File: src/tmccs_pkg.sv
package tmccs_pkg;

  // ------------------------------------------------------------
  // register offsets (byte addresses)
  // ------------------------------------------------------------
  localparam logic [7:0] OFF_MODE = 8'h00;
  localparam logic [7:0] OFF_CTRL = 8'h04;
  localparam logic [7:0] OFF_RUN = 8'h08;
  localparam logic [7:0] OFF_CMP1 = 8'h0c;
  localparam logic [7:0] OFF_CAP0 = 8'h10;
  localparam logic [7:0] OFF_CAP1 = 8'h14;
  localparam logic [7:0] OFF_COUNT = 8'h18;

  // ------------------------------------------------------------
  // field positions
  // ------------------------------------------------------------
  localparam int MODE_SOFT_CAP_BIT = 6;
  localparam int CTRL_OVERRIDE_BIT = 4;
  localparam int RUN_COUNT_BIT = 0;

  // ------------------------------------------------------------
  // reset values
  // ------------------------------------------------------------
  localparam logic [6:0] MODE_RESET = 7'h00;
  localparam logic [15:0] CMP1_RESET = 16'h0000;
  localparam logic [15:0] COUNT_RESET = 16'h0000;
  localparam logic [7:0] PRESC_RESET = 8'h00;

  // ------------------------------------------------------------
  // encodings
  // ------------------------------------------------------------
  typedef enum logic [1:0] {
    TMCCS_CAP_OFF = 2'b00,
    TMCCS_CAP_PINS = 2'b01,
    TMCCS_CAP_PIN0 = 2'b10,
    TMCCS_CAP_PARTNER = 2'b11
  } tmccs_cap_sel_t;

  typedef enum logic [2:0] {
    TMCCS_CLK_PIN0 = 3'b000,
    TMCCS_CLK_DIV1 = 3'b001,
    TMCCS_CLK_DIV4 = 3'b010,
    TMCCS_CLK_DIV16 = 3'b011,
    TMCCS_CLK_DIV32 = 3'b100,
    TMCCS_CLK_DIV64 = 3'b101,
    TMCCS_CLK_DIV128 = 3'b110,
    TMCCS_CLK_DIV256 = 3'b111
  } tmccs_clk_sel_t;

  typedef struct packed {
    logic spare7;
    tmccs_cap_sel_t capture_timing_sel;
    logic match1_clear_enable;
    tmccs_clk_sel_t clk_sel;
  } tmccs_mode_t;

endpackage : tmccs_pkg

File: src/tmccs_sync_edge.sv
`timescale 1ns/10ps
module tmccs_sync_edge (
  input wire logic sys_clk,
  input wire logic resetn,
  input wire logic clk_en,
  input wire logic async_in,
  output logic rise,
  output logic fall
);
  logic meta_reg;
  logic sync_reg;
  logic prev_reg;
  logic meta_next;
  logic sync_next;
  logic prev_next;

  // ------------------------------------------------------------
  // two-flop synchroniser, edge taken on the second stage
  // ------------------------------------------------------------
  always_comb begin
    meta_next = meta_reg;
    sync_next = sync_reg;
    prev_next = prev_reg;
    if (clk_en) begin
      meta_next = async_in;
      sync_next = meta_reg;
      prev_next = sync_reg;
    end
  end

  always_ff @(posedge sys_clk) begin
    if (!resetn) begin
      meta_reg <= 1'b0;
      sync_reg <= 1'b0;
      prev_reg <= 1'b0;
    end else begin
      meta_reg <= meta_next;
      sync_reg <= sync_next;
      prev_reg <= prev_next;
    end
  end

  assign rise = sync_reg & ~prev_reg;
  assign fall = ~sync_reg & prev_reg;
endmodule : tmccs_sync_edge

File: src/tmccs_capture_reg.sv
`timescale 1ns/10ps
module tmccs_capture_reg #(
  parameter int WIDTH = 16
) (
  input wire logic sys_clk,
  input wire logic resetn,
  input wire logic clk_en,
  input wire logic load,
  input wire logic [WIDTH-1:0] value,
  output logic [WIDTH-1:0] held
);
  logic [WIDTH-1:0] held_reg;
  logic [WIDTH-1:0] held_next;

  always_comb begin
    held_next = held_reg;
    if (clk_en && load) begin
      held_next = value;
    end
  end

  always_ff @(posedge sys_clk) begin
    if (!resetn) begin
      held_reg <= '0;
    end else begin
      held_reg <= held_next;
    end
  end

  assign held = held_reg;
endmodule : tmccs_capture_reg

File: src/tmccs_timer_mode.sv
// Function
// - writing 0 to soft capture bit copies counter to capture 0; reads one
// - capture timing 00 lets no hardware event load capture registers
// - timing 01: pin0 rise loads capture 0, pin1 rise loads capture 1
// - timing 10: pin0 rise loads capture 0, pin0 fall loads capture 1
// - timing 11: partner match rise loads capture 0, fall loads capture 1
// - partner is channel 7 for 0-1, 8 for 2-3, 9 for 4-6
// - clear enable set clears counter on match with compare 1
// - base clock override forces base clock regardless of clock select
// - without override, clock select 000 counts pin0 rising edges
// - without override, codes 001-111 pick divide 1,4,16,32,64,128,256
// - override one selects base clock, zero defers to clock select
// - run bit zero stops and clears counter, one lets it count
`timescale 1ns/10ps
module tmccs_timer_mode #(
  parameter int CHANNEL = 0,
  parameter int COUNT_W = 16
) (
  input wire logic sys_clk,
  input wire logic resetn,
  input wire logic clk_en,
  input wire logic wb_cyc_i,
  input wire logic wb_stb_i,
  input wire logic wb_we_i,
  input wire logic [7:0] wb_adr_i,
  input wire logic [3:0] wb_sel_i,
  input wire logic [31:0] wb_dat_i,
  output logic [31:0] wb_dat_o,
  output logic wb_ack_o,
  input wire logic timer_input_pin0,
  input wire logic timer_input_pin1,
  input wire logic base_clock_tick,
  input wire logic channel7_match_out,
  input wire logic channel8_match_out,
  input wire logic channel9_match_out,
  output logic match1_pulse,
  output logic [COUNT_W-1:0] timer_count
);

  // ------------------------------------------------------------
  // state
  // ------------------------------------------------------------
  tmccs_pkg::tmccs_mode_t mode_reg;
  tmccs_pkg::tmccs_mode_t mode_next;
  logic base_clock_override_reg;
  logic base_clock_override_next;
  logic count_run_bit_reg;
  logic count_run_bit_next;
  logic [COUNT_W-1:0] compare_reg1_reg;
  logic [COUNT_W-1:0] compare_reg1_next;
  logic [COUNT_W-1:0] count_reg;
  logic [COUNT_W-1:0] count_next;
  logic [7:0] presc_reg;
  logic [7:0] presc_next;
  logic match1_reg;
  logic match1_next;
  logic ack_reg;
  logic ack_next;
  logic [31:0] rdat_reg;
  logic [31:0] rdat_next;

  logic [COUNT_W-1:0] capture_reg0;
  logic [COUNT_W-1:0] capture_reg1;
  logic pin0_rise;
  logic pin0_fall;
  logic pin1_rise;
  logic partner_rise;
  logic partner_fall;
  logic partner_match_output;
  logic bus_take;
  logic bus_wr;
  logic soft_capture_strobe;
  logic count_tick;
  logic match_hit;
  logic load0;
  logic load1;

  // ------------------------------------------------------------
  // partner match source
  // ------------------------------------------------------------
  localparam bit PARTNER_OK = (CHANNEL <= 6);

  always_comb begin
    if (CHANNEL <= 1) begin
      partner_match_output = channel7_match_out;
    end else if (CHANNEL <= 3) begin
      partner_match_output = channel8_match_out;
    end else if (CHANNEL <= 6) begin
      partner_match_output = channel9_match_out;
    end else begin
      partner_match_output = 1'b0;
    end
  end

  tmccs_sync_edge u_pin0 (
    .sys_clk(sys_clk),
    .resetn(resetn),
    .clk_en(clk_en),
    .async_in(timer_input_pin0),
    .rise(pin0_rise),
    .fall(pin0_fall)
  );

  tmccs_sync_edge u_pin1 (
    .sys_clk(sys_clk),
    .resetn(resetn),
    .clk_en(clk_en),
    .async_in(timer_input_pin1),
    .rise(pin1_rise),
    .fall()
  );

  tmccs_sync_edge u_partner (
    .sys_clk(sys_clk),
    .resetn(resetn),
    .clk_en(clk_en),
    .async_in(partner_match_output),
    .rise(partner_rise),
    .fall(partner_fall)
  );

  // ------------------------------------------------------------
  // wishbone slave: registered ack, write lands at the edge that samples ack
  // ------------------------------------------------------------
  assign bus_take = wb_cyc_i && wb_stb_i && !ack_reg;
  assign bus_wr = wb_cyc_i && wb_stb_i && wb_we_i && ack_reg;
  assign soft_capture_strobe = bus_wr && (wb_adr_i == tmccs_pkg::OFF_MODE) && wb_sel_i[0]
    && !wb_dat_i[tmccs_pkg::MODE_SOFT_CAP_BIT];

  always_comb begin
    ack_next = ack_reg;
    rdat_next = rdat_reg;
    mode_next = mode_reg;
    base_clock_override_next = base_clock_override_reg;
    count_run_bit_next = count_run_bit_reg;
    compare_reg1_next = compare_reg1_reg;
    if (clk_en) begin
      ack_next = bus_take;
      rdat_next = 32'h0000_0000;
      if (bus_take && !wb_we_i) begin
        unique case (wb_adr_i)
          tmccs_pkg::OFF_MODE: rdat_next = {24'h00_0000, mode_reg.spare7, 1'b1, mode_reg[5:0]};
          tmccs_pkg::OFF_CTRL: rdat_next[tmccs_pkg::CTRL_OVERRIDE_BIT] = base_clock_override_reg;
          tmccs_pkg::OFF_RUN: rdat_next[tmccs_pkg::RUN_COUNT_BIT] = count_run_bit_reg;
          tmccs_pkg::OFF_CMP1: rdat_next[COUNT_W-1:0] = compare_reg1_reg;
          tmccs_pkg::OFF_CAP0: rdat_next[COUNT_W-1:0] = capture_reg0;
          tmccs_pkg::OFF_CAP1: rdat_next[COUNT_W-1:0] = capture_reg1;
          tmccs_pkg::OFF_COUNT: rdat_next[COUNT_W-1:0] = count_reg;
          default: rdat_next = 32'h0000_0000;
        endcase
      end
      if (bus_wr) begin
        unique case (wb_adr_i)
          tmccs_pkg::OFF_MODE: begin
            if (wb_sel_i[0]) begin
              mode_next = {wb_dat_i[7], wb_dat_i[5:0]};
            end
          end
          tmccs_pkg::OFF_CTRL: begin
            if (wb_sel_i[0]) begin
              base_clock_override_next = wb_dat_i[tmccs_pkg::CTRL_OVERRIDE_BIT];
            end
          end
          tmccs_pkg::OFF_RUN: begin
            if (wb_sel_i[0]) begin
              count_run_bit_next = wb_dat_i[tmccs_pkg::RUN_COUNT_BIT];
            end
          end
          tmccs_pkg::OFF_CMP1: begin
            if (wb_sel_i[0]) begin
              compare_reg1_next[7:0] = wb_dat_i[7:0];
            end
            if (wb_sel_i[1]) begin
              compare_reg1_next[15:8] = wb_dat_i[15:8];
            end
          end
          default: begin
          end
        endcase
      end
    end
  end

  always_ff @(posedge sys_clk) begin
    if (!resetn) begin
      ack_reg <= 1'b0;
      rdat_reg <= 32'h0000_0000;
      mode_reg <= tmccs_pkg::MODE_RESET;
      base_clock_override_reg <= 1'b0;
      count_run_bit_reg <= 1'b0;
      compare_reg1_reg <= tmccs_pkg::CMP1_RESET;
    end else begin
      ack_reg <= ack_next;
      rdat_reg <= rdat_next;
      mode_reg <= mode_next;
      base_clock_override_reg <= base_clock_override_next;
      count_run_bit_reg <= count_run_bit_next;
      compare_reg1_reg <= compare_reg1_next;
    end
  end

  // ------------------------------------------------------------
  // source clock selection
  // ------------------------------------------------------------
  always_comb begin
    count_tick = 1'b0;
    if (base_clock_override_reg) begin
      count_tick = base_clock_tick;
    end else begin
      unique case (mode_reg.clk_sel)
        tmccs_pkg::TMCCS_CLK_PIN0: count_tick = pin0_rise;
        tmccs_pkg::TMCCS_CLK_DIV1: count_tick = 1'b1;
        tmccs_pkg::TMCCS_CLK_DIV4: count_tick = &presc_reg[1:0];
        tmccs_pkg::TMCCS_CLK_DIV16: count_tick = &presc_reg[3:0];
        tmccs_pkg::TMCCS_CLK_DIV32: count_tick = &presc_reg[4:0];
        tmccs_pkg::TMCCS_CLK_DIV64: count_tick = &presc_reg[5:0];
        tmccs_pkg::TMCCS_CLK_DIV128: count_tick = &presc_reg[6:0];
        tmccs_pkg::TMCCS_CLK_DIV256: count_tick = &presc_reg[7:0];
      endcase
    end
  end

  // ------------------------------------------------------------
  // prescaler and up-counter
  // ------------------------------------------------------------
  assign match_hit = count_tick && (count_reg == compare_reg1_reg);

  always_comb begin
    presc_next = presc_reg;
    count_next = count_reg;
    match1_next = match1_reg;
    if (clk_en) begin
      match1_next = count_run_bit_reg && match_hit;
      if (!count_run_bit_reg) begin
        presc_next = tmccs_pkg::PRESC_RESET;
        count_next = tmccs_pkg::COUNT_RESET;
      end else begin
        presc_next = presc_reg + 8'h01;
        if (match_hit && mode_reg.match1_clear_enable) begin
          count_next = tmccs_pkg::COUNT_RESET;
        end else if (count_tick) begin
          count_next = count_reg + {{(COUNT_W-1){1'b0}}, 1'b1};
        end
      end
    end
  end

  always_ff @(posedge sys_clk) begin
    if (!resetn) begin
      presc_reg <= tmccs_pkg::PRESC_RESET;
      count_reg <= tmccs_pkg::COUNT_RESET;
      match1_reg <= 1'b0;
    end else begin
      presc_reg <= presc_next;
      count_reg <= count_next;
      match1_reg <= match1_next;
    end
  end

  assign match1_pulse = match1_reg;
  assign timer_count = count_reg;
  assign wb_ack_o = ack_reg;
  assign wb_dat_o = rdat_reg;

  // ------------------------------------------------------------
  // capture triggers
  // ------------------------------------------------------------
  always_comb begin
    load0 = soft_capture_strobe;
    load1 = 1'b0;
    unique case (mode_reg.capture_timing_sel)
      tmccs_pkg::TMCCS_CAP_OFF: begin
      end
      tmccs_pkg::TMCCS_CAP_PINS: begin
        load0 = load0 | pin0_rise;
        load1 = pin1_rise;
      end
      tmccs_pkg::TMCCS_CAP_PIN0: begin
        load0 = load0 | pin0_rise;
        load1 = pin0_fall;
      end
      tmccs_pkg::TMCCS_CAP_PARTNER: begin
        load0 = load0 | (PARTNER_OK & partner_rise);
        load1 = PARTNER_OK & partner_fall;
      end
    endcase
  end

  tmccs_capture_reg #(.WIDTH(COUNT_W)) u_cap0 (
    .sys_clk(sys_clk),
    .resetn(resetn),
    .clk_en(clk_en),
    .load(load0),
    .value(count_reg),
    .held(capture_reg0)
  );

  tmccs_capture_reg #(.WIDTH(COUNT_W)) u_cap1 (
    .sys_clk(sys_clk),
    .resetn(resetn),
    .clk_en(clk_en),
    .load(load1),
    .value(count_reg),
    .held(capture_reg1)
  );
endmodule : tmccs_timer_mode

File: config.mk
export PLATFORM = sky130hd
export DESIGN_NAME = tmccs_timer_mode
export DESIGN_NICKNAME = d
export VERILOG_FILES = /design/src/tmccs_pkg.sv /design/src/tmccs_sync_edge.sv /design/src/tmccs_capture_reg.sv /design/src/tmccs_timer_mode.sv
export SDC_FILE = /design/constraint.sdc
export NUM_CORES = 1
export LEC_CHECK = 0
export BUFFER_PORTS_ARGS = -buffer_cell sky130_fd_sc_hd__buf_2
export CORE_AREA = 2 2 115 117
export DETAILED_ROUTE_END_ITERATION = 10
export DIE_AREA = 0 0 117 119
export GPL_ROUTABILITY_DRIVEN = 0
export PLACE_DENSITY = 0.65
export SLEW_MARGIN = 20
export SYNTH_ARGS = -nofsm -noshare
export SYNTH_HDL_FRONTEND = slang
export SYNTH_HIERARCHICAL = 1
export SYNTH_SLANG_ARGS = --single-unit
File: constraint.sdc
create_clock -name sys_clk -period 4.8 [get_ports sys_clk]
set_input_delay 0 -clock sys_clk [delete_from_list [all_inputs] [get_ports sys_clk]]
set_output_delay 0 -clock sys_clk [all_outputs]
set_load 0.005 [all_outputs]
---- Word level (Yosys, flattened, before mapping) ----
Index checks and enable logic that the tools add are counted.
storage, ports and cells
  memory bits (read-only) ................. 0
  memories kept ........................... 0
  memory bits (writable) .................. 0
  bits in latches ......................... 0
  output and inout bits ................... 50
  logic and storage cells ................. 100
  bits of input ports ..................... 56
  bits in registers ....................... 124
cells by class
  bitwise operators ....................... 12
  reductions and logical operators ........ 31
  $lt $le $gt $ge ......................... 0
  shift-type cells ........................ 0
  multiply operators ...................... 0
  divide/modulo/power cells ............... 0
  muxes and demuxes ....................... 13
  equality and inequality tests ........... 18
  $add $sub $neg .......................... 2
operator list
  kind                                                                    count
  16-bit two-way mux                                                      4
  11-bit one-hot mux with 5 select lines                                  1
  8-bit by 5-bit equality test with 1-bit output (second input constant)  3
  4-bit AND reduction                                                     6
  16-bit by 1-bit adder with 16-bit output (second input constant)        1
  16-bit equality test                                                    1
  8-bit by 4-bit equality test with 1-bit output (second input constant)  2
  3-bit one-hot mux with 5 select lines                                   1
  1-bit logical AND                                                       13
  3-bit equality test (second input constant)                             4
  1-bit one-hot mux with 6 select lines                                   2
  8-bit by 1-bit adder with 8-bit output (second input constant)          1
  8-bit by 3-bit equality test with 1-bit output (second input constant)  1
  8-bit logical NOT                                                       1
  8-bit two-way mux                                                       1
  1-bit one-hot mux with 8 select lines                                   1
  8-bit AND reduction                                                     1
  7-bit AND reduction                                                     1
  3-bit by 2-bit equality test with 1-bit output (second input constant)  2
  6-bit AND reduction                                                     1
  1-bit bitwise AND                                                       5
  1-bit inverter                                                          5
  5-bit AND reduction                                                     1
  2-bit equality test (second input constant)                             2
  11 further kinds                                                        15

---- Logic depth before layout (Yosys ltp) ----
Gate-level depths: netlist of the first run.
  word-level depth ........................ 9
  mapped depth ............................ 10
  depth with buffers taken out ............ 8

---- Cells and area by module ----
Netlist of the first run, hierarchy kept.
by module, submodules not included
  module             cells each  area an instance (sq um)  times used  seq. area each (sq um)
  tmccs_timer_mode   436         3907.5                    1           1341.3
  tmccs_capture_reg  73          668.1                     2           320.3
  tmccs_sync_edge    11          121.4                     3           60.1

---- Worst setup path before layout of the first run ----
No wires, ideal clock.
  path type ............................... register -> register
  start ................................... reg presc_reg[0]
  end ..................................... reg count_reg[15], in the netlist timer_count[15]
  required time ........................... 4.683 ns
  library setup time ...................... 0.117 ns
  arrival ................................. 2.297 ns
  slack ................................... 2.387 ns
  cell stages (with the launch flop) ...... 10
  buffers on the path ..................... 1
  period minus slack after synthesis ...... 2.413 ns
  path through ............................ dfxtp_1 ha_1 and3_1 ha_1 o32ai_1 or4_1 a32o_1 clkbuf_1 a31o_2 a22o_1
on the way
  cells in the longest elaborated chain, start to end .. 7
  elaborated cells between the ends (all ways) .. 14
ends and longest elaborated chain
  item                                                                                                    RTL line                 RTL
  start: declaration                                                                                      tmccs_timer_mode.sv:53   logic [7:0] presc_reg;
  start signal: assignment                                                                                tmccs_timer_mode.sv:250  presc_reg <= tmccs_pkg::PRESC_RESET;
  start signal: assignment                                                                                tmccs_timer_mode.sv:254  presc_reg <= presc_next;
  8-bit AND reduction, or another cell as far along                                                       tmccs_timer_mode.sv:218  tmccs_pkg::TMCCS_CLK_DIV256: count_tick = &presc_reg[7:0];
  1-bit one-hot mux with 8 select lines *                                                                 tmccs_timer_mode.sv:210  unique case (mode_reg.clk_sel)
  1-bit two-way mux *                                                                                     tmccs_timer_mode.sv:207  if (base_clock_override_reg) begin
  1-bit logical AND                                                                                       tmccs_timer_mode.sv:226  assign match_hit = count_tick && (count_reg == compare_reg1_reg);
  1-bit logical AND                                                                                       tmccs_timer_mode.sv:239  if (match_hit && mode_reg.match1_clear_enable) begin
  3-bit by 1-bit != test with 1-bit output (no source line) / 16-bit two-way mux (equally long branches)  -
  2-bit AND reduction (no source line) / 16-bit two-way mux (equally long branches)                       -
  end signal: assignment                                                                                  tmccs_timer_mode.sv:251  count_reg <= tmccs_pkg::COUNT_RESET;
  end signal: assignment                                                                                  tmccs_timer_mode.sv:255  count_reg <= count_next;
  end: declaration                                                                                        tmccs_timer_mode.sv:51   logic [COUNT_W-1:0] count_reg;
Mark *: on every way between the ends. The rest lies on a longest branch, timed or not.
A chain may end at the register's enable or synchronous reset.

---- Final worst setup path of the first run ----
  start ................................... reg presc_reg[0]
  end ..................................... reg count_reg[11], in the netlist timer_count[11]
The elaborated chain is that of the path after synthesis.

==> results, run 1 <==
- The finished cells cover between 6000 and 7000 sq um.
- Relative to the synthesized area, the layout overhead comes to 14.3%.
- The total number of vias is 4833.
- The tightest min-delay check is of the input port to register type.
- The antenna diode count is 0.
- The DRC violation count after routing is 0.
- The internal power consumption is 0.00137 W.
- The endpoint type of the worst setup path is a register.
- The final count of negative-setup-slack endpoints is 0.
- Once placement finished, the instance area stood at 5900 sq um.
- The area used by sequential logic in the layout is approximately 2200 sq um.
- For this run, the detailed router's first-pass iteration total came to 5.
- Global routing used approximately 21% of the available tracks.
- The number of antenna violations at the first check in global routing is 1.
- The multi-input logic area is 3100 sq um.
- In this run the standard cell core region covers 12900 sq um.
- The area of the die is between 10000 and 15000 sq um.
- The number of buffers added to fix hold violations after cts is 19.
- The cell leakage power is 2.44 nW.
- The clock tree skew after final layout is 0.00572 ns.
- The iteration-0 DRC count of the detailed router is just under 400.
- The achievable clock frequency is around 0.36 GHz.
- Averaged over all synthesized cells, the footprint is 9.12 sq um.
- The number of warning messages in the yosys log is 6.
- The first global-routing pass estimated 23400 microns of wire.
- Cells with a size suffix above 1 make up between 10% and 20% of the layout.
- The die span in x is 117 microns.
- After clock tree synthesis, the setup repair step added 0 buffers.
- In this run the worst path has a maximum fanout of 18.
- The count of final hold-check violations came to 0.
- For the worst setup path, the data arrival time is 3.08 ns.
- In the synthesized netlist, the number of instances is 614.
- The worst pin sits at a relative slew slack of a little over a quarter.
- The wire-length estimate of the detail-placed layout is 10100 microns.
- At the pin with the least slew margin, the transition time is about 1.1 ns.
- Setup repair after global routing left no endpoint under its margin.
- The portion of total power attributed to combinational logic is roughly 5.7%.
- In the global route stage, met2 resource usage came out at 32.4%.
- In the global route stage, met1 resource usage came out at 29.7%.
- The TritonCTS sink count is 108.
- In the final routed layout, each cell accounts on average for roughly 17 microns.
- The placement row count is 42.
- The part of the cycle the worst path needs is about three fifths.
- The number of max-capacitance violations reported is 0.
- Entering global routing, the biggest net connects 75 pins.
- The cell area that synthesis handed to floorplanning was 5600 sq um.
- TritonCTS built the clock tree.
- The final critical-path required period is 2.79 ns.
- The number of port buffers is 69.
- The ratio of total power to cell area is 278 nW/um^2.
- Summed over all layers, the routed wires come to between 10000 and 15000 microns.
- The sequential fraction of design power is about half.
- The worst-case IR drop observed on VDD is 154 uV.
- The final layout contains around 730 nets.
- The remaining antenna violation count after routing is 0.
- STA puts the critical path data required time at just over 5 ns.
- Gates resized during post-CTS repair numbered 0.
- The final total negative setup slack is 0 ns.
- The die is 119 microns tall.
- The starting density of the core is 43.5%.
- The maximum level of the CTS H-tree is 3.
- The number of top-level pins is 106.
- The critical path in this run is classified as register to register.
- The via count of the first global-routing pass came to 4469.
- The average vias per placed instance is 5.69.
- The run finished with clean final reports.
- The layer flagged by global routing as most heavily used is met2.
- The switching component of the power is roughly 0.00040 W.
- The TritonCTS buffer count is 9.
- The total grt overflow is 0.
- In the global route stage, met3 resource usage came out at between 4 and 5%.
- In this run, the clock network consumes 43.7% of the power.
- Clock-pin slew was measured on the worst setup and hold paths at 0.07 ns.
- The count of fill cells added during filler insertion is 1224.
- The number of pins exceeding their max-slew limit in the final report is 0.
- The buffer type at the clock tree root is sky130_fd_sc_hd__clkbuf_16.
- The clock network latency to the later pin of the worst-skew pair is 0.35 ns.
- Net switching is 22.8% of the power.
- The maximum clock path buffer count is 2.
- The startpoint kind of the worst setup timing path is a register.
## final cells by class
type,instances,area share (%)
Multi-Input combinational cell,450,48.5
Clock inverter,5,0.919
Sequential cell,108,33.8
Timing Repair Buffer,94,9.07
Inverter,6,0.352
Tap cell,176,3.44
Clock buffer,11,3.95
## worst max-delay path, cell delays in order, from the launching register on
cell and delay [ns]:
sky130_fd_sc_hd__dfxtp_1 0.38, sky130_fd_sc_hd__ha_1 0.23, sky130_fd_sc_hd__and3_1 0.23, sky130_fd_sc_hd__ha_1 0.18
sky130_fd_sc_hd__o32ai_1 0.08, sky130_fd_sc_hd__or4_1 0.62, sky130_fd_sc_hd__nand2_1 0.50, sky130_fd_sc_hd__and2_1 0.33
sky130_fd_sc_hd__a22o_1 0.17
## through the flow
stage / total power, W / utilization [%] / cells / setup WS, ns / hold slack (ns)
global route: 0.00183 / 49.7 / 850 / 1.80 / 0.158
CTS: 0.00179 / 49.7 / 850 / 2.00 / 0.0695
finish: 0.00178 / 49.7 / 850 / 2.01 / 0.0662
floorplan: 0.000987 / - / 629 / 2.39 / 0.128
global placement: 0.00101 / 45.8 / 815 / 2.12 / 0.254
detailed placement: 0.00101 / 45.8 / 815 / 2.02 / 0.268
## power by group through the flow
| stage | clock network [W] | registers (W) | logic [W] |
|---|---|---|---|
| 4_1_cts | 0.000785 | 0.000900 | 0.000100 |
| 3_3_place_gp | 0 | 0.000921 | 0.0000852 |
| 5_1_grt | 0.000818 | 0.000900 | 0.000110 |
| 2_1_floorplan | 0 | 0.000921 | 0.0000660 |
| 3_5_place_dp | 0 | 0.000921 | 0.0000879 |
| 6_report | 0.000776 | 0.000900 | 0.000101 |
## cells in the final DEF, fill, tap and decap left out, types with 16 or more instances in the layout
cell,instances
sky130_fd_sc_hd__nand4_1,43
sky130_fd_sc_hd__dfxtp_1,108
sky130_fd_sc_hd__xnor2_1,17
sky130_fd_sc_hd__nor2b_1,45
sky130_fd_sc_hd__mux2i_1,45
sky130_fd_sc_hd__o21ai_0,19
sky130_fd_sc_hd__buf_2,69
sky130_fd_sc_hd__nand3_1,16
sky130_fd_sc_hd__conb_1,16
sky130_fd_sc_hd__nand2_1,55
sky130_fd_sc_hd__and2_1,17
sky130_fd_sc_hd__o21ai_2,20
sky130_fd_sc_hd__dlygate4sd3_1,19
sky130_fd_sc_hd__nor2_1,27
## worst paths after layout
| path | from | to | slack [ns] | cells past startpoint |
|---|---|---|---|---|
| setup / recovery | presc_reg[0] | timer_count[11] | 2.01 | 8 |
| hold reg to reg | u_cap0/held[9] | u_cap0/held[9] | 0.46 | 2 |
| hold / removal | wb_stb_i | wb_ack_o | 0.07 | 5 |
| setup reg to reg | presc_reg[0] | timer_count[11] | 2.01 | 8 |
## layer usage
metal,routed length [microns],vias to the layer above
met1,6570,2308
met4,317,2
li1,-,2309
met3,1050,27
met5,7,-
met2,6910,187
Note: power is estimated with default switching activity, not from simulation.
==> run 2: changes to the inputs <==
==> constraint.sdc (replaced) <==
create_clock -name sys_clk -period 2.9 [get_ports sys_clk]
set_input_delay 0 -clock sys_clk [delete_from_list [all_inputs] [get_ports sys_clk]]
set_output_delay 0 -clock sys_clk [all_outputs]
set_load 0.005 [all_outputs]
==> results, run 2 (synthesized netlist as in run 1, its figures left out) <==
- The tool flagged a number of max-cap violations equal to 0.
- The flow ran to the end, and the final reports show no timing, DRC or antenna violations.
- The floorplan step defined a die boundary enclosing 13900 sq um.
- The initial utilization of the core area, before any placement, comes to 43.5%.
- The root buffer cell chosen for the clock tree is sky130_fd_sc_hd__clkbuf_16.
- The hold path startpoint is resetn.
- The core region area is roughly 13000 sq um.
- The maximum fanout along the worst path is 11.
- Tracing the worst setup path back leads to its startpoint at presc_reg[0].
- Setup repair after global routing left no endpoint under its margin.
- The clock transition at the register clock pins on the worst setup and hold paths after CTS is approximately 0.080 ns.
- The met2 wire length is 6880 microns.
- By startpoint and endpoint, the worst setup path is classified as register to register.
- The iteration-0 DRC count of the detailed router is 719.
- The wire length per cell is ~18 microns.
- The clock tree skew after final layout is about 0.0086 ns.
- around 110 I/O pins were placed.
- The synthesis-to-layout area growth is 17.0%.
- The sequential fraction of design power is 50.5%.
- The startpoint kind of the worst setup timing path is a register.
- The TritonCTS buffer count is 9.
- The die span in x is 117 microns.
- Summed over all layers, the global routing overflow is 0.
- In the final routing, the length of wire on met1 measures between 6000 and 7000 microns.
- Summing all multi-input logic gate instances after layout gives 3110 sq um.
- TritonCTS built the clock tree.
- Measured along the y axis, the die boundary spans 119 microns.
- STA puts the critical path data required time at 3.15 ns.
- Global routing used 23.0% of the available tracks.
- The number of antenna violations at the first check in global routing is 1.
- In this run the static leakage power is between 2 and 3 nW.
- The kind of cell with the highest combined delay on the critical path is compound AO/OA/AOI/OAI gates.
- The via count of the first global-routing pass is between 4000 and 5000.
- Of the total power, the clock network draws 43.8%.
- The first global-routing pass estimated 24800 microns of wire.
- The number of standard cells in the layout, taps in and fillers out is 870.
- The cell type of the slowest stage on the worst timing path is sky130_fd_sc_hd__or4_1.
- Net switching is 24.1% of the power.
- The clock net in this run drives a total of 108 sinks.
- The number of iterations in the first detailed-routing pass is 6.
- The number of pins exceeding their max-slew limit in the final report is 0.
- CTS built an H-tree with a depth of 3.
- The DRC violation count after routing is 0.
- The library cells used most frequently in the layout, excluding fill and tap cells, are sky130_fd_sc_hd__dfxtp_1, sky130_fd_sc_hd__buf_2, sky130_fd_sc_hd__nand2_1, sky130_fd_sc_hd__nor2b_1, sky130_fd_sc_hd__mux2i_1.
- The final total negative setup slack is 0 ns.
- The signal on the critical path passes through ha_1 > and3_1 > ha_1 > o32ai_1 > or4_1 > a32o_1 > a31o_2 > a22o_1.
- The post-CTS setup buffer count is 0.
- 0 antenna diodes ended up in the layout.
- The final count of negative-setup-slack endpoints is 0.
- The routed wire length is approximately 16000 microns.
- Summing over every cut layer, the via total after detailed routing is between 4000 and 5000.
- VDD sags by at most 268 uV.
- After detailed routing, the met3 layer carries 1250 microns of wire.
- The share of final-layout standard cells stronger than drive strength 1 is between 20% and 30%.
- During placement, the flow inserted port buffers numbering between 60 and 70.
- The final critical-path required period is around 2.7 ns.
- The count of fill cells added during filler insertion is between 1000 and 1500.
- The number of nets in the layout is 748.
- The largest single stage delay on the critical path is roughly 0.64 ns.
- For the worst-skew pair, the clock arrives at the later sink with an insertion delay of about 0.36 ns.
- The placement row count is 42.
- The part of the cycle the worst path needs is ~94%.
- The count of final hold-check violations is 0.
- The startpoint of the worst-slack reg-to-reg timing path is presc_reg[0].
- Based on the critical path, the design can be clocked at up to 0.368 GHz.
- For this design the ratio of total power to cell area is 451 nW/um^2.
- The worst hold-check path type is input port to register.
- The highest signal layer in the routed design is met5.
- The endpoint type of the worst setup path is a register.
- By instance count, the cell type seen most on the critical path is sky130_fd_sc_hd__ha_1.
- The HPWL after detailed placement is 10900 microns.
- At the pin with the least slew margin, the transition time is approximately 0.95 ns.
- Summed over all nets, the switching power comes to 0.000712 W.
- Together, buffers and inverters on the worst path number 0.
- The remaining antenna violation count after routing is 0.
- The internal power consumption is 0.00224 W.
- STA puts the critical path data arrival time at 2.97 ns.
- The maximum clock path buffer count is 2.
- Using the TritonRoute via totals, the vias-per-cell ratio works out to about 5.7.
- The most frequent standard cell in the layout excluding fill and tap cells is sky130_fd_sc_hd__dfxtp_1.
- The area used by sequential logic in the layout is around 2200 sq um.
- The total instance count after detailed placement is about 840.
- The tightest slew margin relative to the limit is a little over a third.
- The share of total power dissipated in combinational logic is 5.8%.
- Entering global routing, the biggest net connects between 100 and 150 pins.
## run 2: cell count changes in the layout (fill, tap and decap cells not counted)
cell                         before  now
sky130_fd_sc_hd__buf_4            6   26
sky130_fd_sc_hd__clkinv_2         1    0
sky130_fd_sc_hd__a21oi_2          0    1
sky130_fd_sc_hd__nand2_2          0    1
sky130_fd_sc_hd__clkinv_4         0    1
sky130_fd_sc_hd__clkinvlp_4       2    1
sky130_fd_sc_hd__inv_6            1    4
sky130_fd_sc_hd__clkbuf_8         2    0
sky130_fd_sc_hd__nand2_1         55   54
sky130_fd_sc_hd__a21oi_1          4    3
## run 2: power groups by stage
stage / Sequential (W) / Clock [W] / Combinational [W]
global route: 0.00149 / 0.00137 / 0.000186
detailed placement: 0.00152 / 0 / 0.000149
finish: 0.00149 / 0.00129 / 0.000170
global placement: 0.00152 / 0 / 0.000146
CTS: 0.00149 / 0.00130 / 0.000169
floorplan: 0.00152 / 0 / 0.000109
## run 2: layout make-up
cell class                      instances  share of cell area [%]
Clock inverter                          7                    1.24
Inverter                                6                   0.344
Sequential cell                       108                    33.0
Tap cell                              176                    3.36
Clock buffer                            9                    3.44
Timing Repair Buffer                  114                    11.2
Multi-Input combinational cell        450                    47.5
## run 2: path summary, 6_finish.rpt
| path | end | slack [ns] | cells after the start |
|---|---|---|---|
| max | timer_count[11] | 0.18 | 8 |
| min reg2reg | u_cap1/held[8] | 0.46 | 2 |
| min | u_cap0/held[3] | 0.03 | 3 |
| max reg2reg | timer_count[11] | 0.18 | 8 |
## run 2: routing by layer
layer  up-vias  global-route usage, %
met4         2                   9.85
met1      2324                   32.0
met5         -                      0
met2       215                   34.4
met3        41                   4.94
li1       2347                      -
## run 2: stage by stage
stage               hold slack (ns)  utilization [%]  setup slack, ns  power, W  area (sq um)
floorplan                     0.128                -            0.487   0.00163          5660
global placement              0.251             47.0            0.285   0.00167          6050
detailed placement            0.266             47.0            0.198   0.00167          6050
CTS                          0.0147             50.9            0.175   0.00296          6550
global route                 0.0398             50.9           0.0768   0.00305          6550
finish                       0.0289             50.9            0.182   0.00295          6550
## run 2: worst min-delay path, delay by kind of cell
kind / cells / cell delay [ns]
AO/OA/AOI/OAI: 1 / 0.05
buffers and inverters: 1 / 0.19
AND/OR/NAND/NOR: 1 / 0.12
## run 2: what timing repair did
action	CTS	global route
gates resized for setup	0	1
endpoints found under the hold margin	28	0
endpoints found under the setup margin	0	2
hold buffers	19	0
==> run 3: changes to the inputs <==
--- a/config.mk
+++ b/config.mk
@@ -5,12 +5,13 @@
 export SDC_FILE = /design/constraint.sdc
 export NUM_CORES = 1
 export LEC_CHECK = 0
+export ABC_AREA = 1
 export BUFFER_PORTS_ARGS = -buffer_cell sky130_fd_sc_hd__buf_2
-export CORE_AREA = 2 2 115 117
+export CORE_AREA = 2 2 117 119
 export DETAILED_ROUTE_END_ITERATION = 10
-export DIE_AREA = 0 0 117 119
+export DIE_AREA = 0 0 119 121
 export GPL_ROUTABILITY_DRIVEN = 0
-export PLACE_DENSITY = 0.65
+export PLACE_DENSITY = 0.7
 export SLEW_MARGIN = 20
 export SYNTH_ARGS = -nofsm -noshare
 export SYNTH_HDL_FRONTEND = slang
==> results, run 3 <==
- The run finished with clean final reports.
- The post-synthesis average cell area is 6.71 sq um.
- Between clock sinks in the finished design, the worst skew comes to 0.00888 ns.
- Summed over all cells, the static leakage comes to 2.95 nW.
- The maximum clock path buffer count is 2.
- The worst setup path is launched from a register.
- The floorplan step defined a core boundary enclosing between 10000 and 15000 sq um.
- Entering global routing, the biggest net connects 75 pins.
- The largest single stage delay on the critical path is 0.57 ns.
- Max-cap violations in this run came to 0.
- Counting the buffers created by CTS gives 9.
- The critical path crosses 10 cells after its start point.
- For this configuration, the core starts out at a cell density of around 44%.
- The library cell used most frequently in the layout, excluding fill and tap cells, is sky130_fd_sc_hd__nand2_1.
- The achievable clock frequency is just under 0.5 GHz.
- The DRC violation count after routing is 0.
- The count of cells in the finished layout, fillers not included, comes to 1115.
- In this design, the largest share of critical-path delay is due to simple AND/OR/NAND/NOR gates.
- The wire length of the first global-routing pass is 24900 microns.
- The final critical path takes up a little over two thirds of the cycle.
- Data on the critical path arrives at its endpoint at 2.28 ns.
- In this run the tool buffered the top-level ports with around 70 buffer cells.
- The clock transition at the register clock pins on the worst setup and hold paths after CTS is ~0.07 ns.
- The tightest slew margin relative to the limit is 49.8%.
- The die span in x is approximately 120 microns.
- Detailed placement ended at an HPWL of 10100 microns.
- In this run the worst hold path is classified as input port to register.
- Summed over all layers, the routed wires come to 15300 microns.
- The final critical-path required period is 2.04 ns.
- Of all nets on the critical path, the largest fanout is 10.
- The ratio of total power to cell area is 447 nW/um^2.
- Compared with the post-synthesis result, the final layout area differs by 13.0%.
- During synthesis, Yosys emitted a total of 6 warnings.
- The worst setup path is captured at a register.
- The remaining antenna violation count after routing is 0.
- The number of instances resized during post-cts repair is 0.
- Together, buffers and inverters on the worst path number 1.
- The multi-input logic area is roughly 2900 sq um.
- The iteration-0 DRC count of the detailed router is 414.
- Setup slack closes at approximately 0.86 ns.
- The number of antenna violations at the first check in global routing is 0.
- The maximum level of the CTS H-tree is 3.
- VDD sags by at most 285 uV.
- The worst register-to-register path has a setup slack of 0.86 ns.
- On the critical path, the stage with the largest delay is an instance of sky130_fd_sc_hd__dfxtp_1.
- The number of nets in the layout is a little under 1000.
- In the final timing run, aggregate negative setup slack is 0 ns.
- The count of fill cells added during filler insertion is roughly 1300.
- The wire length per cell is approximately 14 microns.
- Global routing consumed, over all layers together, 21.8% of the routing resources.
- After detailed placement, the design holds a cell count of 1081.
- Detailed routing inserted a total of 5463 vias.
- The clock tree from TritonCTS is yes.
- The share of final-layout standard cells stronger than drive strength 1 is 13.3%.
- The gate count of the mapped netlist is 863.
- The buffer type at the clock tree root is sky130_fd_sc_hd__clkbuf_16.
- The post-layout total power is ~0.003 W.
- The required time of the worst setup path is 3.14 ns.
- The post-CTS setup buffer count is 0.
- The final count of negative-setup-slack endpoints is 0.
- The critical path goes through ha_1 > nand3_1 > inv_1 > nand2_1 > nor2_1 > nand2_1 > nor2_1 > nand4_1 > nand3_1 > a21oi_2.
- The count of final hold-check violations was 0.
- In the layout the commonest cells are sky130_fd_sc_hd__nand2_1, sky130_fd_sc_hd__nor2_1, sky130_fd_sc_hd__dfxtp_1, sky130_fd_sc_hd__inv_1, sky130_fd_sc_hd__buf_2.
- The TritonCTS sink count is 108.
- Setup repair after global routing left no endpoint under its margin.
- The clock network latency to the later pin of the worst-skew pair is between 0.3 and 0.4 ns.
- The cell area that synthesis handed to floorplanning was 5790 sq um.
- After global routing the overflow that remains totals 0.
- The average vias per placed instance is 4.90.
- The pre-antenna-repair detailed-routing pass consisted of 5 iterations.
- The area of the die is 14400 sq um.
- 0 antenna diodes ended up in the layout.
- The initialized floorplan defines 42 standard-cell rows.
- OpenSTA, run right after detailed placement, puts the worst setup slack at ~0.82 ns.
- From bottom edge to top edge, the die measures ~120 microns.
- The area used by sequential logic in the layout is around 2200 sq um.
- The number of cells on the worst reg-to-reg path is 10.
- The worst hold path was traced through 3 stages.
- The worst-margin pin slew is 0.751 ns.
- By startpoint and endpoint, the worst setup path is classified as register to register.
- The via count of the first global-routing pass is around 5000.
- The number of top-level pins is 106.
- The number of pins exceeding their max-slew limit in the final report came to 0.
==> run 3: cell count changes in the layout (fill, tap and decap cells not counted), sizes merged, moves of 10 or more <==
cell	change
nand4	-31
a22o	-11
mux2i	-45
nor2b	-45
nand2	+197
nor3	+12
o21ai	+11
buf	-21
a31oi	-10
and2	-19
a21oi	+51
nor2	+118
o2bb2ai	-14
inv	+94
==> run 3: path summary, 6_finish.rpt <==
kind                        from           endpoint
setup / recovery  timer_count[0]    timer_count[14]
hold / removal       wb_dat_i[0]  count_run_bit_reg
setup reg to reg  timer_count[0]    timer_count[14]
hold reg to reg     presc_reg[7]       presc_reg[7]
==> run 3: area by class of cell <==
class                   instances  area share [%]
inverters                     105            6.03
repair buffers                 92            8.61
multi-input cells             618            44.4
flip-flops and latches        108            33.1
clock inverters                 1           0.459
clock buffers                  15            4.09
well taps                     176            3.37
==> run 3: through the flow <==
stage	hold slack, ns	utilization, %	instance area, sq um
2_1_floorplan	0.120	-	5840
3_3_place_gp	0.256	46.3	6060
3_5_place_dp	0.259	46.3	6060
4_1_cts	0.00402	50.0	6540
5_1_grt	0.0276	50.0	6540
6_report	0.0108	50.0	6540
==> run 3: report_power, final <==
| group | leakage (nW) | internal [W] | switching (W) |
|---|---|---|---|
| sequential | 0.872 | 0.00149 | 0.00000569 |
| clock | 0.144 | 0.000720 | 0.000544 |
| combinational | 1.94 | 0.0000585 | 0.000101 |
| total | 2.95 | 0.00227 | 0.000650 |
==> run 3: worst register-to-register path, delay by kind of cell (launching register included) <==
| kind | cells | cell delay, ns |
|---|---|---|
| buf+inv | 1 | 0.16 |
| flops | 1 | 0.57 |
| compound gates | 1 | 0.06 |
| fa+ha+maj | 1 | 0.26 |
| simple gates | 7 | 0.89 |
==> run 3: routing by layer <==
metal | share of wire (%) | track usage [%] | wire length, microns
met1 | 49 | 30.1 | 7510
met2 | 45 | 35.7 | 6830
met3 | 4.8 | 3.29 | 735
met4 | 1.3 | 5.51 | 197
met5 | 0 | 0 | 0
==> run 3: timing repair <==
action / 4_1_cts / 5_1_grt
hold endpoints to repair: 22 / 0
setup endpoints to repair: 0 / 0
hold buffers: 18 / 0
